`src/core/ssc_pkg.sv`:
```
// Contract
// RQ1 - Line valid is high exactly while valid pixel words sit on the data outputs.
// RQ2 - Frame valid is high for the whole readout of a valid frame.
// RQ3 - Master mode: sensor drives main integration line high during integration.
// RQ4 - Slave mode: controller drives main integration line high for desired integration.
// RQ5 - Dual-slope line active high; sensor drives in master, controller in slave.
// RQ6 - Triple-slope line active high; sensor drives in master, controller in slave.
// RQ7 - Controller resets the sequencer by driving its low-active reset low.
// RQ8 - Controller supplies a nominal 80 MHz readout clock, sine or square.
// RQ9 - Controller keeps the serial configuration clock at or below 20 MHz.
// RQ10 - Serial data line is shared; each side releases it while the other drives.
// RQ11 - All pixels integrate light during the same period.
// RQ12 - The whole pixel array is reset at one instant when exposure starts.
// RQ13 - All pixel values move to in-pixel storage at one instant when integration ends.
// RQ14 - The stored array is read out one row at a time in sequence.
// RQ15 - Integration and readout may overlap or run one after the other.
// RQ16 - Master select 1 (default) times everything; 0 lets pins time integration.
// RQ17 - Controller rewrites configuration only while frame valid is low.
// RQ18 - Master select and granularity change only while sequencer reset is low.
// RQ19 - The sequencer runs at the readout clock divided by four.
// RQ20 - Line valid is asserted only while frame valid is asserted.
package ssc_pkg;
	localparam int SEQ_DIV = 4;
	localparam logic [1:0] SEQ_DIV_LAST = 2'h3;
	localparam int ROWS_DEF = 480;
	localparam int KERNELS_DEF = 160;
	localparam int ROW_GAP_DEF = 8;
	localparam int FRAME_GAP_DEF = 48;
	localparam int INT1_DEF = 1000;
	localparam int INT2_DEF = 200;
	localparam int INT3_DEF = 50;
	localparam logic MASTER_RESET_VAL = 1'b1;
	typedef enum logic [2:0] {
		SSC_IDLE = 3'b000,
		SSC_FOT = 3'b001,
		SSC_ROW_GAP = 3'b010,
		SSC_ROW_DATA = 3'b011,
		SSC_DONE = 3'b100
	} ssc_rd_state_t;
endpackage

```
`src/core/ssc_top.sv`:
```
`timescale 1ns/10ps
module ssc_top
	import ssc_pkg::*;
#(
	parameter int ROWS = ssc_pkg::ROWS_DEF,
	parameter int KERNELS = ssc_pkg::KERNELS_DEF,
	parameter int ROW_GAP = ssc_pkg::ROW_GAP_DEF,
	parameter int FRAME_GAP = ssc_pkg::FRAME_GAP_DEF,
	parameter int INT1_TICKS = ssc_pkg::INT1_DEF,
	parameter int INT2_TICKS = ssc_pkg::INT2_DEF,
	parameter int INT3_TICKS = ssc_pkg::INT3_DEF
)(
	input wire logic CORE_CLK_IN,
	input wire logic ARST_N_IN,
	input wire logic SEQ_RESET_N_IN,
	input wire logic MASTER_MODE_IN,
	input wire logic PARALLEL_MODE_IN,
	input wire logic INT_MAIN_IN,
	input wire logic INT_DUAL_IN,
	input wire logic INT_TRIPLE_IN,
	input wire logic [9:0] PIX_DATA_IN,
	input wire logic RX_READY_IN,
	output logic INT_MAIN_OUT,
	output logic INT_DUAL_OUT,
	output logic INT_TRIPLE_OUT,
	output logic INT_OE_N_OUT,
	output logic ARRAY_RESET_OUT,
	output logic ARRAY_SAMPLE_OUT,
	output logic [9:0] PIX_DATA_OUT,
	output logic LINE_VALID_OUT,
	output logic FRAME_VALID_OUT
);
	import ssc_pkg::*;

	initial
	begin
		if (ROWS < 1 || KERNELS < 1 || ROW_GAP < 1 || FRAME_GAP < 1 || INT1_TICKS < 2)
			$error("ssc_top: counts must be positive");
		if (INT2_TICKS >= INT1_TICKS || INT3_TICKS >= INT2_TICKS)
			$error("ssc_top: slope windows must nest inside the main window");
	end

	// Sequencer tick: one pulse every fourth core clock.
	logic [1:0] div_q, div_d;
	logic tick;
	always_comb
	begin
		div_d = div_q + 2'h1;
		if (!SEQ_RESET_N_IN)
			div_d = 2'h0;
	end
	always_ff @(posedge CORE_CLK_IN or negedge ARST_N_IN)
	begin
		if (!ARST_N_IN)
			div_q <= 2'h0;
		else
			div_q <= div_d; // RQ19
	end
	assign tick = (div_q == SEQ_DIV_LAST);

	// Master select is latched only while the sequencer is held in reset, so a change mid-frame is ignored.
	logic master_q, master_d;
	always_comb
	begin
		master_d = master_q;
		if (!SEQ_RESET_N_IN)
			master_d = MASTER_MODE_IN; // RQ16
	end
	always_ff @(posedge CORE_CLK_IN or negedge ARST_N_IN)
	begin
		if (!ARST_N_IN)
			master_q <= MASTER_RESET_VAL;
		else
			master_q <= master_d;
	end

	// Exposure timing; in master mode an internal counter, in slave mode the three pins.
	logic [31:0] exp_cnt_q, exp_cnt_d;
	logic int1_q, int1_d, int2_q, int2_d, int3_q, int3_d;
	logic int_prev_q, int_prev_d;
	logic arr_rst_q, arr_rst_d, arr_smp_q, arr_smp_d;
	logic frame_req_q, frame_req_d;
	logic busy;
	logic int_now;
	always_comb
	begin
		exp_cnt_d = exp_cnt_q;
		int1_d = int1_q;
		int2_d = int2_q;
		int3_d = int3_q;
		arr_rst_d = 1'b0;
		arr_smp_d = 1'b0;
		frame_req_d = frame_req_q;
		int_now = int1_q;
		if (master_q)
		begin
			if (tick)
			begin
				// Sequential mode waits for readout to finish before starting a new exposure.
				if (!int1_q && (PARALLEL_MODE_IN || !busy) && !frame_req_q) // RQ15
				begin
					int1_d = 1'b1; // RQ3
					exp_cnt_d = 32'h0;
					arr_rst_d = 1'b1; // RQ12
				end
				else if (int1_q)
				begin
					exp_cnt_d = exp_cnt_q + 32'h1;
					// Compare the updated count, so the slope windows last the full INT2 and INT3 ticks.
					int2_d = (exp_cnt_d >= 32'(INT1_TICKS - INT2_TICKS)); // RQ5
					int3_d = (exp_cnt_d >= 32'(INT1_TICKS - INT3_TICKS)); // RQ6
					if (exp_cnt_q == 32'(INT1_TICKS - 1))
					begin
						int1_d = 1'b0;
						int2_d = 1'b0;
						int3_d = 1'b0;
					end
				end
			end
		end
		else
		begin
			int_now = INT_MAIN_IN; // RQ4
			int1_d = INT_MAIN_IN;
			int2_d = INT_DUAL_IN; // RQ5
			int3_d = INT_TRIPLE_IN; // RQ6
			if (INT_MAIN_IN && !int_prev_q)
				arr_rst_d = 1'b1; // RQ12
		end
		if (frame_req_q && !busy)
			frame_req_d = 1'b0;
		// Falling edge of the window samples every pixel at once and queues a readout; a new request wins over the clear.
		if (int_prev_q && !int_now)
		begin
			arr_smp_d = 1'b1; // RQ13
			frame_req_d = 1'b1; // RQ11
		end
		if (!SEQ_RESET_N_IN)
		begin
			exp_cnt_d = 32'h0;
			int1_d = 1'b0;
			int2_d = 1'b0;
			int3_d = 1'b0;
			frame_req_d = 1'b0;
		end
	end
	always_comb
	begin
		int_prev_d = master_q ? int1_q : INT_MAIN_IN;
		if (!SEQ_RESET_N_IN)
			int_prev_d = 1'b0;
	end
	always_ff @(posedge CORE_CLK_IN or negedge ARST_N_IN)
	begin
		if (!ARST_N_IN)
		begin
			exp_cnt_q <= 32'h0;
			int1_q <= 1'b0;
			int2_q <= 1'b0;
			int3_q <= 1'b0;
			int_prev_q <= 1'b0;
			arr_rst_q <= 1'b0;
			arr_smp_q <= 1'b0;
			frame_req_q <= 1'b0;
		end
		else
		begin
			exp_cnt_q <= exp_cnt_d;
			int1_q <= int1_d;
			int2_q <= int2_d;
			int3_q <= int3_d;
			int_prev_q <= int_prev_d;
			arr_rst_q <= arr_rst_d;
			arr_smp_q <= arr_smp_d;
			frame_req_q <= frame_req_d;
		end
	end

	// Readout sequencer: overhead, then rows one at a time, each with a gap then pixel words.
	ssc_rd_state_t st_q, st_d;
	logic [31:0] row_q, row_d, cnt_q, cnt_d;
	logic push;
	logic buf_ready;
	logic frame_d;
	always_comb
	begin
		st_d = st_q;
		row_d = row_q;
		cnt_d = cnt_q;
		push = 1'b0;
		case (st_q)
			SSC_IDLE:
				if (frame_req_q)
				begin
					st_d = SSC_FOT;
					cnt_d = 32'h0;
					row_d = 32'h0;
				end
			SSC_FOT:
				if (tick)
				begin
					cnt_d = cnt_q + 32'h1;
					if (cnt_q == 32'(FRAME_GAP - 1))
					begin
						st_d = SSC_ROW_GAP;
						cnt_d = 32'h0;
					end
				end
			SSC_ROW_GAP:
				if (tick)
				begin
					cnt_d = cnt_q + 32'h1;
					if (cnt_q == 32'(ROW_GAP - 1))
					begin
						st_d = SSC_ROW_DATA;
						cnt_d = 32'h0;
					end
				end
			SSC_ROW_DATA:
				// Four pixels per kernel, one per core clock; a full buffer stalls the row.
				if (buf_ready)
				begin
					push = 1'b1;
					cnt_d = cnt_q + 32'h1;
					if (cnt_q == 32'(KERNELS * SEQ_DIV - 1))
					begin
						cnt_d = 32'h0;
						row_d = row_q + 32'h1; // RQ14
						st_d = (row_q == 32'(ROWS - 1)) ? SSC_DONE : SSC_ROW_GAP;
					end
				end
			SSC_DONE:
				st_d = SSC_IDLE;
			default:
				st_d = SSC_IDLE;
		endcase
		if (!SEQ_RESET_N_IN)
			st_d = SSC_IDLE;
	end
	assign busy = (st_q != SSC_IDLE);
	always_ff @(posedge CORE_CLK_IN or negedge ARST_N_IN)
	begin
		if (!ARST_N_IN)
		begin
			st_q <= SSC_IDLE;
			row_q <= 32'h0;
			cnt_q <= 32'h0;
		end
		else
		begin
			st_q <= st_d;
			row_q <= row_d;
			cnt_q <= cnt_d;
		end
	end

	// Two-entry skid buffer between the pixel stream and the receiver.
	logic [9:0] b0_q, b0_d, b1_q, b1_d;
	logic [1:0] fill_q, fill_d;
	logic pop;
	assign buf_ready = (fill_q != 2'h2);
	assign pop = (fill_q != 2'h0) && RX_READY_IN;
	always_comb
	begin
		b0_d = b0_q;
		b1_d = b1_q;
		fill_d = fill_q;
		case ({push, pop})
			2'b10:
			begin
				if (fill_q == 2'h0)
					b0_d = PIX_DATA_IN;
				else
					b1_d = PIX_DATA_IN;
				fill_d = fill_q + 2'h1;
			end
			2'b01:
			begin
				b0_d = b1_q;
				fill_d = fill_q - 2'h1;
			end
			2'b11:
				if (fill_q == 2'h1)
					b0_d = PIX_DATA_IN;
				else
				begin
					b0_d = b1_q;
					b1_d = PIX_DATA_IN;
				end
			default:
				fill_d = fill_q;
		endcase
		if (!SEQ_RESET_N_IN)
			fill_d = 2'h0;
	end
	// Frame valid covers the readout and stays until the buffer has drained.
	assign frame_d = (st_q == SSC_ROW_GAP || st_q == SSC_ROW_DATA || fill_d != 2'h0) && SEQ_RESET_N_IN;
	always_ff @(posedge CORE_CLK_IN or negedge ARST_N_IN)
	begin
		if (!ARST_N_IN)
		begin
			b0_q <= 10'h000;
			b1_q <= 10'h000;
			fill_q <= 2'h0;
		end
		else
		begin
			b0_q <= b0_d;
			b1_q <= b1_d;
			fill_q <= fill_d;
		end
	end

	// Output registers; line valid mirrors buffer occupancy, so it is high exactly with a word.
	always_ff @(posedge CORE_CLK_IN or negedge ARST_N_IN)
	begin
		if (!ARST_N_IN)
		begin
			INT_MAIN_OUT <= 1'b0;
			INT_DUAL_OUT <= 1'b0;
			INT_TRIPLE_OUT <= 1'b0;
			INT_OE_N_OUT <= 1'b1;
			ARRAY_RESET_OUT <= 1'b0;
			ARRAY_SAMPLE_OUT <= 1'b0;
			PIX_DATA_OUT <= 10'h000;
			LINE_VALID_OUT <= 1'b0;
			FRAME_VALID_OUT <= 1'b0;
		end
		else
		begin
			INT_MAIN_OUT <= int1_d && master_d; // RQ3
			INT_DUAL_OUT <= int2_d && master_d; // RQ5
			INT_TRIPLE_OUT <= int3_d && master_d; // RQ6
			INT_OE_N_OUT <= !master_d; // RQ16
			ARRAY_RESET_OUT <= arr_rst_d; // RQ12
			ARRAY_SAMPLE_OUT <= arr_smp_d; // RQ13
			PIX_DATA_OUT <= (fill_d == 2'h0) ? 10'h000 : b0_d;
			LINE_VALID_OUT <= (fill_d != 2'h0) && frame_d; // RQ1 RQ20
			FRAME_VALID_OUT <= frame_d; // RQ2
		end
	end
endmodule

```
`config.mk`:
```
export PLATFORM = sky130hd
export DESIGN_NAME = ssc_top
export DESIGN_NICKNAME = d
export VERILOG_FILES = /design/src/core/ssc_pkg.sv /design/src/core/ssc_top.sv
export SDC_FILE = /design/constraint.sdc
export NUM_CORES = 1
export LEC_CHECK = 0
export ABC_AREA = 0
export BUFFER_PORTS_ARGS = -buffer_cell sky130_fd_sc_hd__clkbuf_2
export CORE_ASPECT_RATIO = 0.6
export CORE_MARGIN = 5
export CORE_UTILIZATION = 45
export DETAILED_ROUTE_END_ITERATION = 7
export SLEW_MARGIN = 0
export SYNTH_ARGS = -nofsm -noshare
export SYNTH_HDL_FRONTEND = slang
export SYNTH_SLANG_ARGS = --single-unit
```
`constraint.sdc`:
```
create_clock -name CORE_CLK_IN -period 3.85 [get_ports CORE_CLK_IN]
set_input_delay 0.5775 -clock CORE_CLK_IN [delete_from_list [all_inputs] [get_ports CORE_CLK_IN]]
set_output_delay 0.5775 -clock CORE_CLK_IN [all_outputs]
set_load 0.02 [all_outputs]
```
==> results.cfg <==
[power_and_ir_drop]
ir_drop_mv = 0.347
p_per_area_nw_per_um2 = 359
power.total_w = 0.00327
cellLeakagePower_nw = 3.91

[timing]
setup_ws_ns = 0.652
rsz0062_at_grt = no
hold_viol = 0
worst_slew_pin_slew_ns = 1.17
fin_crit_sh = 0.831
slew_violations = 0
setup_violations = 0
max_slew_margin = 0.220
setup-tns-final_ns = 0
finClkSkew_ns = 0.00624
hold_slack_ns = 0.124
period_needed_ns = 3.20
max_freq_ghz = 0.313

[run_status]
outcome = finished clean

[worst_setup_path]
r2r_setup_slack_ns = 0.65
reg2reg_to = int3_q
crit_start = exp_cnt_q[0]
cp.arrival_ns = 3.50
end_kind = flop
crit_slowest_cell = or4bb_1
required_ns = 4.16
rr_worst_depth = 9
cp-endpoint = int3_q
criticalPathCategory = reg2reg
worstPathCellList = ha_1 > nand4_1 > nor3_1 > buf_4 > or4bb_1 > a311oi_1 > nand4_1 > nor3_1 > o211ai_1
cp-start-kind = flop
critPathMaxStageDelay_ns = 0.49
worstReg2RegStart = exp_cnt_q[0]
path_max_fanout = 14

[cts]
cts_tree = done
post_cts_resized = 0
cts_htree_levels = 4
cts_buffer_depth = 2
clkTransAtPathRegs_ns = 0.06
cts.sinks = 147
insertion_delay_ns = 0.43
post-cts-setup-buffers = 0
ctsRootBufferMaster = clkbuf_16
hold_buffers = 0
cts_buffers = 17

[finish]
drive_above_1_share = 0.115
layout_commonest_cell = dfrtp_1
nets = 964
layout.filler_cells = 1643
num_antenna_cells = 0
syn_to_final_growth_pct = 10.6
layout_common_cells = dfrtp_1, o21ai_0, nor2_1

[yosys]
ys_ff_latch = 147
synth_compound_area_frac = 0.169
synth_xor_area_frac = 0.0446
ys_warn_count = 0
synth_ff_type = dfrtp_1
synth_top_area_cell = dfrtp_1
synth-simple-area-share = 0.256
synth_async_sr_flop_share = 1.00
synthTopCellsByArea = dfrtp_1, o21ai_0, nor2_1, nand2_1, nand4_1
avgSynthCellArea_um2 = 8.88
yosysUniqueCellTypes = 73
syn_inst = 928
synth_edf_count = 0
synth_top_cell_area_share = 0.440
ys_seq_area_frac = 0.447
synthMuxAreaShare = 0.0226
synth_adder_area_share = 0.0182
synth_top_family_by_area = simple AND/OR/NAND/NOR gates
synth_fp_nets = 959
synth_area_um2 = 8240

[drt]
dr.pass1.iters = 5
drc = 0
drtIter0Drc = 731
num_vias = 7039
routedWlPerCell_um = 17.1
ant_nets = 0
viasPerCell = 5.94
wirelength_um = 20300

[grt]
grt_usage = 0.200
grt_pass1_vias = 6184
grt_max_degree = 67
antenna_found_initial = 0
overflow = 0
grt_pass1_wl_um = 33900

[floorplanning]
initial_core_util = 0.457
dieArea_um2 = 21200
die_x_um = 185
die_h_um = 115
coreArea_um2 = 18000
fp-row-count = 38
ios = 37

[run]
drv_cap = 0

[placed_design]
portBuffers = 36
place_congestion = 0.853
dpl.hpwl_um = 14100
dp_slack_ns = 0.710

[hold_path]
hold_class = in2async
Yosys cell counts, types with 4 or more instances:
master / n
nor3_1: 21
or3_1: 20
and4_1: 8
xor2_1: 23
mux2i_1: 4
a31oi_1: 12
nand3_1: 39
o21ai_0: 96
nand2_1: 75
clkbuf_1: 38
nand2b_1: 5
inv_1: 26
a22oi_1: 10
nor2b_1: 15
nor4_1: 29
nand4_1: 34
buf_1: 4
o31ai_1: 15
or4_1: 4
o211ai_1: 5
nor2_1: 96
a21boi_0: 7
and2_1: 20
dfrtp_1: 145
mux2_2: 13
buf_2: 11
and3_1: 20
xnor2_1: 19
a21oi_1: 33
ha_1: 12
o41ai_1: 4
registers in the layout, summed over array words and instances, names as in the netlist, 2 cells and up:
signal	cells
fill_q	2
row_q	32
PIX_DATA_OUT	10
div_q	2
exp_cnt_q	32
b0_q	10
st_q	3
b1_q	10
cnt_q	32
worst max-delay path: cells and delay by family, from the launching register on:
kind                     cells  cell delay [ns]
buffers and inverters        1             0.23
AND/OR/NAND/NOR              5             1.68
adder cells (fa/ha/maj)      1             0.35
flip-flops                   1             0.47
AO/OA/AOI/OAI                2             0.34
cells by family after synthesis:
| logic type | after synthesis |
|---|---|
| buffers and inverters | 85 |
| and+or+nand+nor | 406 |
| DFF | 147 |
| AOI/OAI and AO/OA | 219 |
| adders and majority gates | 12 |
| xor gates and xnor gates | 42 |
| muxes | 17 |
final cells by class:
class | instances | area [µm²] | area share
multi-input cells | 696 | 4210 | 0.462
clock inverters | 14 | 119 | 0.0130
clock buffers | 18 | 439 | 0.0482
flip-flops and latches | 147 | 3680 | 0.404
well taps | 240 | 300 | 0.0330
inverters | 26 | 97.6 | 0.0107
repair buffers | 45 | 267 | 0.0293
per-layer routing:
layer / global-route usage / routed length, µm
met1: 0.354 / 11400
met2: 0.231 / 7140
met3: 0.0481 / 1570
met4: 0.0455 / 199
met5: 0 / 0
worst min-delay path by stage:
stage                                  to
after floorplan           ARRAY_RESET_OUT
after global placement           div_q[0]
after detailed placement         div_q[0]
after CTS                       cnt_q[18]
after global routing            cnt_q[18]
final                           cnt_q[18]
stage by stage:
step,util,cells,instance area (µm²)
after floorplan,-,928,8240
after detailed placement,0.475,1154,8550
after global routing,0.506,1186,9110
after global placement,0.475,1154,8550
final,0.506,1186,9110
after CTS,0.506,1186,9110
where the power goes:
group	total [W]	internal [W]	switching [W]
registers	0.00157	0.00156	0.00000980
clock network	0.00159	0.000859	0.000732
logic	0.000114	0.0000304	0.0000835
total	0.00327	0.00245	0.000825
Power figures use the tool's default switching activity.
